<file path="config.mk">
export PLATFORM = sky130hd
export DESIGN_NAME = cgpm_top
export DESIGN_NICKNAME = d
export VERILOG_FILES = /design/src/inc/cgpm_pkg.sv /design/src/rtl/cgpm_div.sv /design/src/rtl/cgpm_top.sv
export SDC_FILE = /design/constraint.sdc
export NUM_CORES = 1
export LEC_CHECK = 0
export BUFFER_PORTS_ARGS = -buffer_cell sky130_fd_sc_hd__buf_2
export CAP_MARGIN = 40
export CORE_ASPECT_RATIO = 1.4
export CORE_MARGIN = 4
export CORE_UTILIZATION = 50
export CTS_BUF_LIST = sky130_fd_sc_hd__clkbuf_4
export DETAILED_ROUTE_END_ITERATION = 12
export PLACE_DENSITY = 0.73
export RECOVER_POWER = 50
export SYNTH_ARGS = -nofsm -noshare
export SYNTH_HDL_FRONTEND = slang
export SYNTH_HIERARCHICAL = 1
export SYNTH_SLANG_ARGS = --single-unit
</file>
<file path="constraint.sdc">
create_clock -name mclk -period 3.6 [get_ports mclk]
set_clock_uncertainty 0.05 [all_clocks]
set_input_delay 0.9 -clock mclk [delete_from_list [all_inputs] [get_ports mclk]]
set_output_delay 0.9 -clock mclk [all_outputs]
set_load 0.005 [all_outputs]
</file>
<file path="src/inc/cgpm_pkg.sv">
package cgpm_pkg;
    localparam logic [1:0] CLOCK_OUTPUT_PIN_OFF = 2'h0;
    localparam logic [1:0] CLOCK_OUTPUT_PIN_LOW = 2'h1;
    localparam logic [1:0] CLOCK_OUTPUT_PIN_DIV8 = 2'h2;
    localparam logic [1:0] CLOCK_OUTPUT_PIN_DIV32 = 2'h3;
    localparam logic [4:0] DIV8_HALF = 5'h3;
    localparam logic [4:0] DIV32_HALF = 5'hF;
    localparam int STOP_DET_NS = 32;
    localparam int CLK_NS = 4;
    localparam int STOP_DET_CYC = STOP_DET_NS / CLK_NS;
    localparam logic [3:0] STOP_DET_LIM = 4'(STOP_DET_CYC);
    localparam int SWINT_MAX = 63;
    localparam logic [15:0] FREQ_STAT_RST = 16'h0000;
    typedef enum logic [2:0]
    {
        PM_RUN = 3'h1,
        PM_WAIT = 3'h2,
        PM_STOP = 3'h4
    } cgpm_mode_type;
endpackage

</file>
<file path="src/rtl/cgpm_div.sv">
module cgpm_div
    import cgpm_pkg::*;
(
    input wire logic mclk, // Clock
    input wire logic rst, // Reset
    input wire logic run, // Count enable
    input wire logic [4:0] half, // Half-period minus one
    output logic q // Divided clock level
);
    logic [4:0] cnt_r, cnt_nxt;
    logic q_nxt;
    always_comb
    begin
        cnt_nxt = cnt_r;
        q_nxt = q;
        if (run)
        begin
            if (cnt_r >= half)
            begin
                cnt_nxt = 5'h00;
                q_nxt = ~q;
            end
            else
            begin
                cnt_nxt = cnt_r + 5'h01;
            end
        end
    end
    always_ff @(posedge mclk)
    begin
        if (rst)
        begin
            cnt_r <= 5'h00;
            q <= 1'b0;
        end
        else
        begin
            cnt_r <= cnt_nxt;
            q <= q_nxt;
        end
    end
endmodule

</file>
<file path="src/rtl/cgpm_top.sv">
module cgpm_top
    import cgpm_pkg::*;
(
    input wire logic mclk, // System clock
    input wire logic rst, // Hardware reset, sync high
    input wire logic osc_hold_off_option, // Keep on-chip osc off after reset
    input wire logic onchip_osc_start_bit, // Start on-chip osc
    input wire logic wdt_source_onchip_bit, // Watchdog counts on-chip osc
    input wire logic base_clock_source_select, // 0 selects PLL as base clock
    input wire logic pll_stop_bit, // Requests PLL stop
    input wire logic pll_operating_mode_bit, // 0 lock-in, 1 self-oscillating
    input wire logic main_osc_disable_bit, // Stops main oscillator
    input wire logic main_clk_tick, // Activity seen from main oscillator
    input wire logic pll_ref_tick, // PLL output edge for frequency count
    input wire logic wait_req, // Enter wait mode
    input wire logic stop_req, // Enter stop mode
    input wire logic nmi, // Non-maskable interrupt
    input wire logic lvd_irq, // Low voltage detection interrupt
    input wire logic periph_irq, // Peripheral interrupt request
    input wire logic [7:0] periph_irq_num, // Its software interrupt number
    input wire logic osc_stop_clr, // Clears stop-detect flag
    input wire logic [1:0] clock_output_pin_sel, // Clock output source
    input wire logic low_speed_clk, // Low-speed clock level
    output logic onchip_osc_run, // On-chip oscillator running
    output logic onchip_osc_ready, // On-chip clock usable
    output logic main_osc_run, // Main oscillator enabled
    output logic sub_osc_run, // Sub oscillator enabled
    output logic pll_run, // PLL oscillating
    output logic pll_self_osc, // PLL in self-oscillating mode
    output logic base_clk_en, // Base clock gate
    output logic cpu_clk_en, // CPU clock gate
    output logic periph_clk_en, // Peripheral bus clock gate
    output logic wdt_clk_en, // Watchdog count gate
    output logic osc_stop_flag, // Main oscillator stop detected
    output logic [15:0] pll_freq_stat, // PLL frequency status count
    output logic clock_output_pin, // Clock output
    output logic [2:0] power_mode // Current power mode, one-hot
);
    cgpm_mode_type mode_r, mode_nxt;
    logic osc_r, osc_nxt;
    logic flag_nxt;
    logic [3:0] idle_r, idle_nxt;
    logic [15:0] freq_nxt;
    logic mode_bit_d;
    logic pll_live, main_live, wake, div8, div32, pin_nxt;

    function automatic logic wake_src(input logic n, input logic l, input logic p,
                                      input logic [7:0] num);
        wake_src = n | l | (p & (num <= 8'(SWINT_MAX)));
    endfunction

    assign wake = wake_src(nmi, lvd_irq, periph_irq, periph_irq_num);
    assign pll_live = (~pll_stop_bit | ~base_clock_source_select) & (mode_r != PM_STOP);
    assign main_live = ~main_osc_disable_bit & (mode_r != PM_STOP);

    always_comb
    begin
        mode_nxt = mode_r;
        case (mode_r)
            PM_RUN:
            begin
                if (stop_req)
                    mode_nxt = PM_STOP;
                else if (wait_req)
                    mode_nxt = PM_WAIT;
            end
            PM_WAIT:
            begin
                if (wake | periph_irq)
                    mode_nxt = PM_RUN;
            end
            PM_STOP:
            begin
                if (wake)
                    mode_nxt = PM_RUN;
            end
            default: mode_nxt = PM_RUN;
        endcase
    end

    always_comb
    begin
        // Start is immediate: no stabilisation counter is kept
        osc_nxt = osc_r | onchip_osc_start_bit | wdt_source_onchip_bit;
        flag_nxt = osc_stop_flag;
        idle_nxt = idle_r;
        if (main_clk_tick | main_osc_disable_bit)
            idle_nxt = 4'h0;
        else if (idle_r != STOP_DET_LIM)
            idle_nxt = idle_r + 4'h1;
        if (osc_stop_clr)
            flag_nxt = 1'b0;
        // Set wins over a same-cycle clear
        if (idle_nxt == STOP_DET_LIM)
            flag_nxt = 1'b1;
        freq_nxt = pll_freq_stat;
        if (pll_operating_mode_bit & ~mode_bit_d)
            freq_nxt = FREQ_STAT_RST;
        // Counting resumes straight after a main restart, so an overshoot shows here
        else if (pll_live & main_live & (idle_r != STOP_DET_LIM) & pll_ref_tick)
            freq_nxt = pll_freq_stat + 16'h0001;
    end

    always_ff @(posedge mclk)
    begin
        if (rst)
        begin
            mode_r <= PM_RUN;
            osc_r <= 1'b0;
            idle_r <= 4'h0;
            osc_stop_flag <= 1'b0;
            pll_freq_stat <= FREQ_STAT_RST;
            mode_bit_d <= 1'b0;
        end
        else
        begin
            mode_r <= mode_nxt;
            osc_r <= osc_nxt;
            idle_r <= idle_nxt;
            osc_stop_flag <= flag_nxt;
            pll_freq_stat <= freq_nxt;
            mode_bit_d <= pll_operating_mode_bit;
        end
    end

    // Option sampled each cycle after reset release; 0 lets the osc run freely
    logic osc_on;
    assign osc_on = (osc_r | ~osc_hold_off_option) & (mode_r != PM_STOP);

    cgpm_div u_div8
    (
        .mclk(mclk),
        .rst(rst),
        .run(periph_clk_en),
        .half(DIV8_HALF),
        .q(div8)
    );
    cgpm_div u_div32
    (
        .mclk(mclk),
        .rst(rst),
        .run(periph_clk_en),
        .half(DIV32_HALF),
        .q(div32)
    );

    always_comb
    begin
        case (clock_output_pin_sel)
            CLOCK_OUTPUT_PIN_LOW: pin_nxt = low_speed_clk;
            CLOCK_OUTPUT_PIN_DIV8: pin_nxt = div8;
            CLOCK_OUTPUT_PIN_DIV32: pin_nxt = div32;
            default: pin_nxt = 1'b0;
        endcase
    end

    always_ff @(posedge mclk)
    begin
        if (rst)
        begin
            onchip_osc_run <= 1'b0;
            onchip_osc_ready <= 1'b0;
            main_osc_run <= 1'b0;
            sub_osc_run <= 1'b0;
            pll_run <= 1'b0;
            pll_self_osc <= 1'b0;
            base_clk_en <= 1'b0;
            cpu_clk_en <= 1'b0;
            periph_clk_en <= 1'b0;
            wdt_clk_en <= 1'b0;
            clock_output_pin <= 1'b0;
            power_mode <= 3'h1;
        end
        else
        begin
            onchip_osc_run <= osc_on;
            onchip_osc_ready <= osc_on;
            main_osc_run <= main_live;
            sub_osc_run <= mode_r != PM_STOP;
            pll_run <= pll_live;
            pll_self_osc <= pll_operating_mode_bit;
            base_clk_en <= mode_r == PM_RUN;
            cpu_clk_en <= mode_r == PM_RUN;
            periph_clk_en <= mode_r == PM_RUN;
            wdt_clk_en <= (mode_r == PM_RUN) | ((mode_r == PM_WAIT) & wdt_source_onchip_bit);
            clock_output_pin <= pin_nxt;
            power_mode <= mode_r;
        end
    end

    a_wait_gates: assert property (@(posedge mclk) disable iff (rst)
        mode_r == PM_WAIT |=> !cpu_clk_en && !base_clk_en)
        else $error("cpu clock runs in wait");
    a_wdt_wait: assert property (@(posedge mclk) disable iff (rst)
        mode_r == PM_WAIT && wdt_source_onchip_bit |=> wdt_clk_en)
        else $error("watchdog stopped in wait");
    a_stop_halt: assert property (@(posedge mclk) disable iff (rst)
        mode_r == PM_STOP |=> !pll_run && !main_osc_run && !periph_clk_en)
        else $error("clock runs in stop");
    a_stop_exit: assert property (@(posedge mclk) disable iff (rst)
        mode_r == PM_STOP && nmi |=> mode_r == PM_RUN)
        else $error("nmi did not end stop");
    a_stop_hold: assert property (@(posedge mclk) disable iff (rst)
        mode_r == PM_STOP && !wake |=> mode_r == PM_STOP)
        else $error("stop left without cause");
    a_pll_base: assert property (@(posedge mclk) disable iff (rst)
        mode_r != PM_STOP && !base_clock_source_select |=> pll_run)
        else $error("pll stopped while base");
    a_osc_start: assert property (@(posedge mclk) disable iff (rst)
        mode_r == PM_RUN && onchip_osc_start_bit |=> ##1 onchip_osc_run)
        else $error("onchip osc not started");
    a_flag_set: assert property (@(posedge mclk) disable iff (rst)
        (!main_osc_disable_bit && !main_clk_tick) [*8] |=> osc_stop_flag)
        else $error("stop flag missing");
    a_freq_clr: assert property (@(posedge mclk) disable iff (rst)
        $rose(pll_operating_mode_bit) |=> pll_freq_stat == FREQ_STAT_RST)
        else $error("freq status not reset");
    a_freq_hold: assert property (@(posedge mclk) disable iff (rst)
        main_osc_disable_bit && !$rose(pll_operating_mode_bit) |=> $stable(pll_freq_stat))
        else $error("freq status moved");
    c_wait: cover property (@(posedge mclk) mode_r == PM_WAIT ##1 mode_r == PM_RUN);
    c_stop: cover property (@(posedge mclk) mode_r == PM_STOP ##1 mode_r == PM_RUN);
    c_flag: cover property (@(posedge mclk) $rose(osc_stop_flag));
    c_div32: cover property (@(posedge mclk) clock_output_pin_sel == CLOCK_OUTPUT_PIN_DIV32 && $rose(clock_output_pin));
endmodule

</file>
==> impl_metrics.ini <==
[status]
outcome = finished clean

[clock_network]
ctsLongestPathBuffers = 2
postCtsSetupRepairBufs = 0
htree_num_levels = 2
cts.repair.resized = 0
cts_tree = yes
clock_latency_ps = 370
clkSinkCount = 48
cts-buffers-inserted = 5
ctsHoldBuffers = 0
clk_pin_slew_worst_paths_ps = 140
cts-root-buf = clkbuf_4

[critical_path]
path_delay_family = flip-flops
endpoint_kind = output pin
required_ps = 2650
worst_path_max_delay_cell = dfxtp_1
cp_max_fo = 19
critical_path_class = flip-flop to output pin
path_buf_inv = 1
critPathLaunchType = flip-flop
arrival_ps = 1280
slowest_delay_ps = 690
crit_chain = buf_2

[sta]
rsz0062_at_grt = false
timing.slew.headroom_pct = 27.93
setup_slack_ps = 1371
hold_viol = 0
fin_crit_ps = 2229
tns_ps = 0
tightestPinTransition_ps = 1081
drv_slew = 0
min_period_over_period_pct = 61.90
setup_viol = 0
fmax_mhz = 448.7

[finish]
drive_above_1_share_pct = 21.34
antennaDiodeCount = 0
final_nets = 370
area_delta_synth_final_pct = 14.64

[power]
seq_power_share_pct = 61.5
p_sw_mw = 0.2417
powerDensity_mw_per_mm2 = 330.4
pwr-share-comb_pct = 11.3
clkPwrFrac_pct = 27.2
leakagePower_nw = 1.230
ir_drop_v = 0.0002835
internal-power_mw = 0.6809
p_sw_share_pct = 26.20

[logic_synthesis]
synth_xor_area_share_pct = 3.595
synth_top_area_cell = dfxtp_1
yosysMostFrequentCell = dfxtp_1
synth_compound_area_share_pct = 15.67
synthTopCellsByCount = dfxtp_1, a21oi_1, inv_1
netlist_area_mm2 = 0.002436
synthMuxAreaShare_pct = 3.390
synth_simple_gate_area_share_pct = 24.45
ys_seq_area_share_pct = 39.45
synthesis.instances = 269
yosysTopAreaCellShare_pct = 39.45
syn_avg_cell_area_um2 = 9.056
ys_types = 50
synth_area_leaders = dfxtp_1, ha_1, a21oi_1
ys_ff_latch = 48
synth-edff-count = 0
synth-async-reset-ratio_pct = 0
ys.warnings.count = 6
synth_ff_type = dfxtp_1
synthAdderAreaFrac_pct = 7.704
synth_top_family_by_area = simple AND/OR/NAND/NOR gates

[placement]
dpl_worst_slack_ps = 1278
place.gp.congestion = 0.7719
io_buffers = 52
detailed_place_hpwl_um = 3633

[run]
drv_cap = 0

[floorplan]
die-area_mm2 = 0.006069
dieWidth_um = 66.99
ios = 59
start_util_pct = 52.86
die_h_um = 90.59
rows = 29
core_mm2 = 0.004608

[grt]
busiest_layer = met2
grt_pass1_wl_um = 8349
grt_max_degree = 29
met3_usage_pct = 4.732
use_met1_pct = 19.58
met2_usage_pct = 30.30
grt_pass1_vias = 1948
antenna_found_initial = 1
grt_usage_pct = 17.11
overflow = 0

[routing]
drt-initial-drc-count = 86
detail_route.wl_per_cell_um = 12.14
postRouteAntennaNets = 0
drt_first_pass_iters = 5
routed_wl_um = 4735
num_vias = 2076
routed_via_density = 5.323
remaining_drc_errors = 0

[min_path]
hp-class = flip-flop to flip-flop
==> kinds of logic (layout without fill, tap and decap cells) <==
| family | after synthesis | in the layout |
|---|---|---|
| adder cells (fa/ha/maj) | 15 | 15 |
| buffers and inverters | 28 | 79 |
| XOR/XNOR | 10 | 10 |
| flip-flops | 48 | 48 |
| AND/OR/NAND/NOR | 102 | 102 |
| multiplexers | 7 | 7 |
| other | 2 | 10 |
| AO/OA/AOI/OAI | 57 | 57 |
==> path summary, 6_finish.rpt <==
path / slack [ps] / to / cells past startpoint / start
worst max-delay path: 1370 / base_clk_en / 1 / periph_clk_en
worst min-delay path: 400 / onchip_osc_ready / 2 / osc_r
worst max register to register: 1540 / pll_freq_stat[9] / 6 / idle_r[0]
worst min register to register: 400 / onchip_osc_ready / 2 / osc_r
==> stage by stage <==
step / area (um^2) / total power, mW / cells / utilization (%) / hold WS [ps]
detailed placement: 2743 / 0.6862 / 382 / 59.52 / 388.5
global placement: 2743 / 0.6831 / 382 / 59.52 / 382.4
finish: 2793 / 0.9227 / 390 / 60.60 / 402.1
global route: 2793 / 0.9760 / 390 / 60.60 / 437.5
CTS: 2799 / 0.9369 / 390 / 60.74 / 406.7
floorplan: 2466 / 0.6494 / 277 / - / 375.6
==> routing by layer <==
metal  wire length (um)  part of all wire (%)
met5                 19                  0.40
met3                267                   5.6
met4                 67                   1.4
met1               2044                    43
met2               2337                    49
==> power by group through the flow <==
stage | sequential (mW) | clock, mW | combinational (mW)
floorplan | 0.576 | 0 | 0.0734
global placement | 0.579 | 0 | 0.104
detailed placement | 0.579 | 0 | 0.107
CTS | 0.567 | 0.262 | 0.108
global route | 0.571 | 0.283 | 0.122
finish | 0.567 | 0.251 | 0.105
==> layout by cell type, fill, tap and decap left out, types with 15 or more instances in the layout <==
| cell type | n |
|---|---|
| nand2_1 | 15 |
| inv_1 | 19 |
| nor2_1 | 15 |
| dfxtp_1 | 48 |
| ha_1 | 15 |
| a21oi_1 | 20 |
| buf_2 | 47 |
==> registers in the layout (all words and copies together), names as in the netlist, 3 cells and up <==
| name | cells |
|---|---|
| u_div8/cnt_r | 5 |
| u_div32/cnt_r | 5 |
| idle_r | 4 |
| power_mode | 3 |
| mode_r | 3 |
| pll_freq_stat | 16 |
==> cell type report <==
class	count	area (um^2)
clock inverters	2	11.26
clock buffers	6	45.04
multi-input cells	201	1373
repair buffers	52	254.0
inverters	19	71.32
flip-flops and latches	48	960.9
well taps	62	77.57
fillers	436	1815
Note: power is estimated with default switching activity, not from simulation.
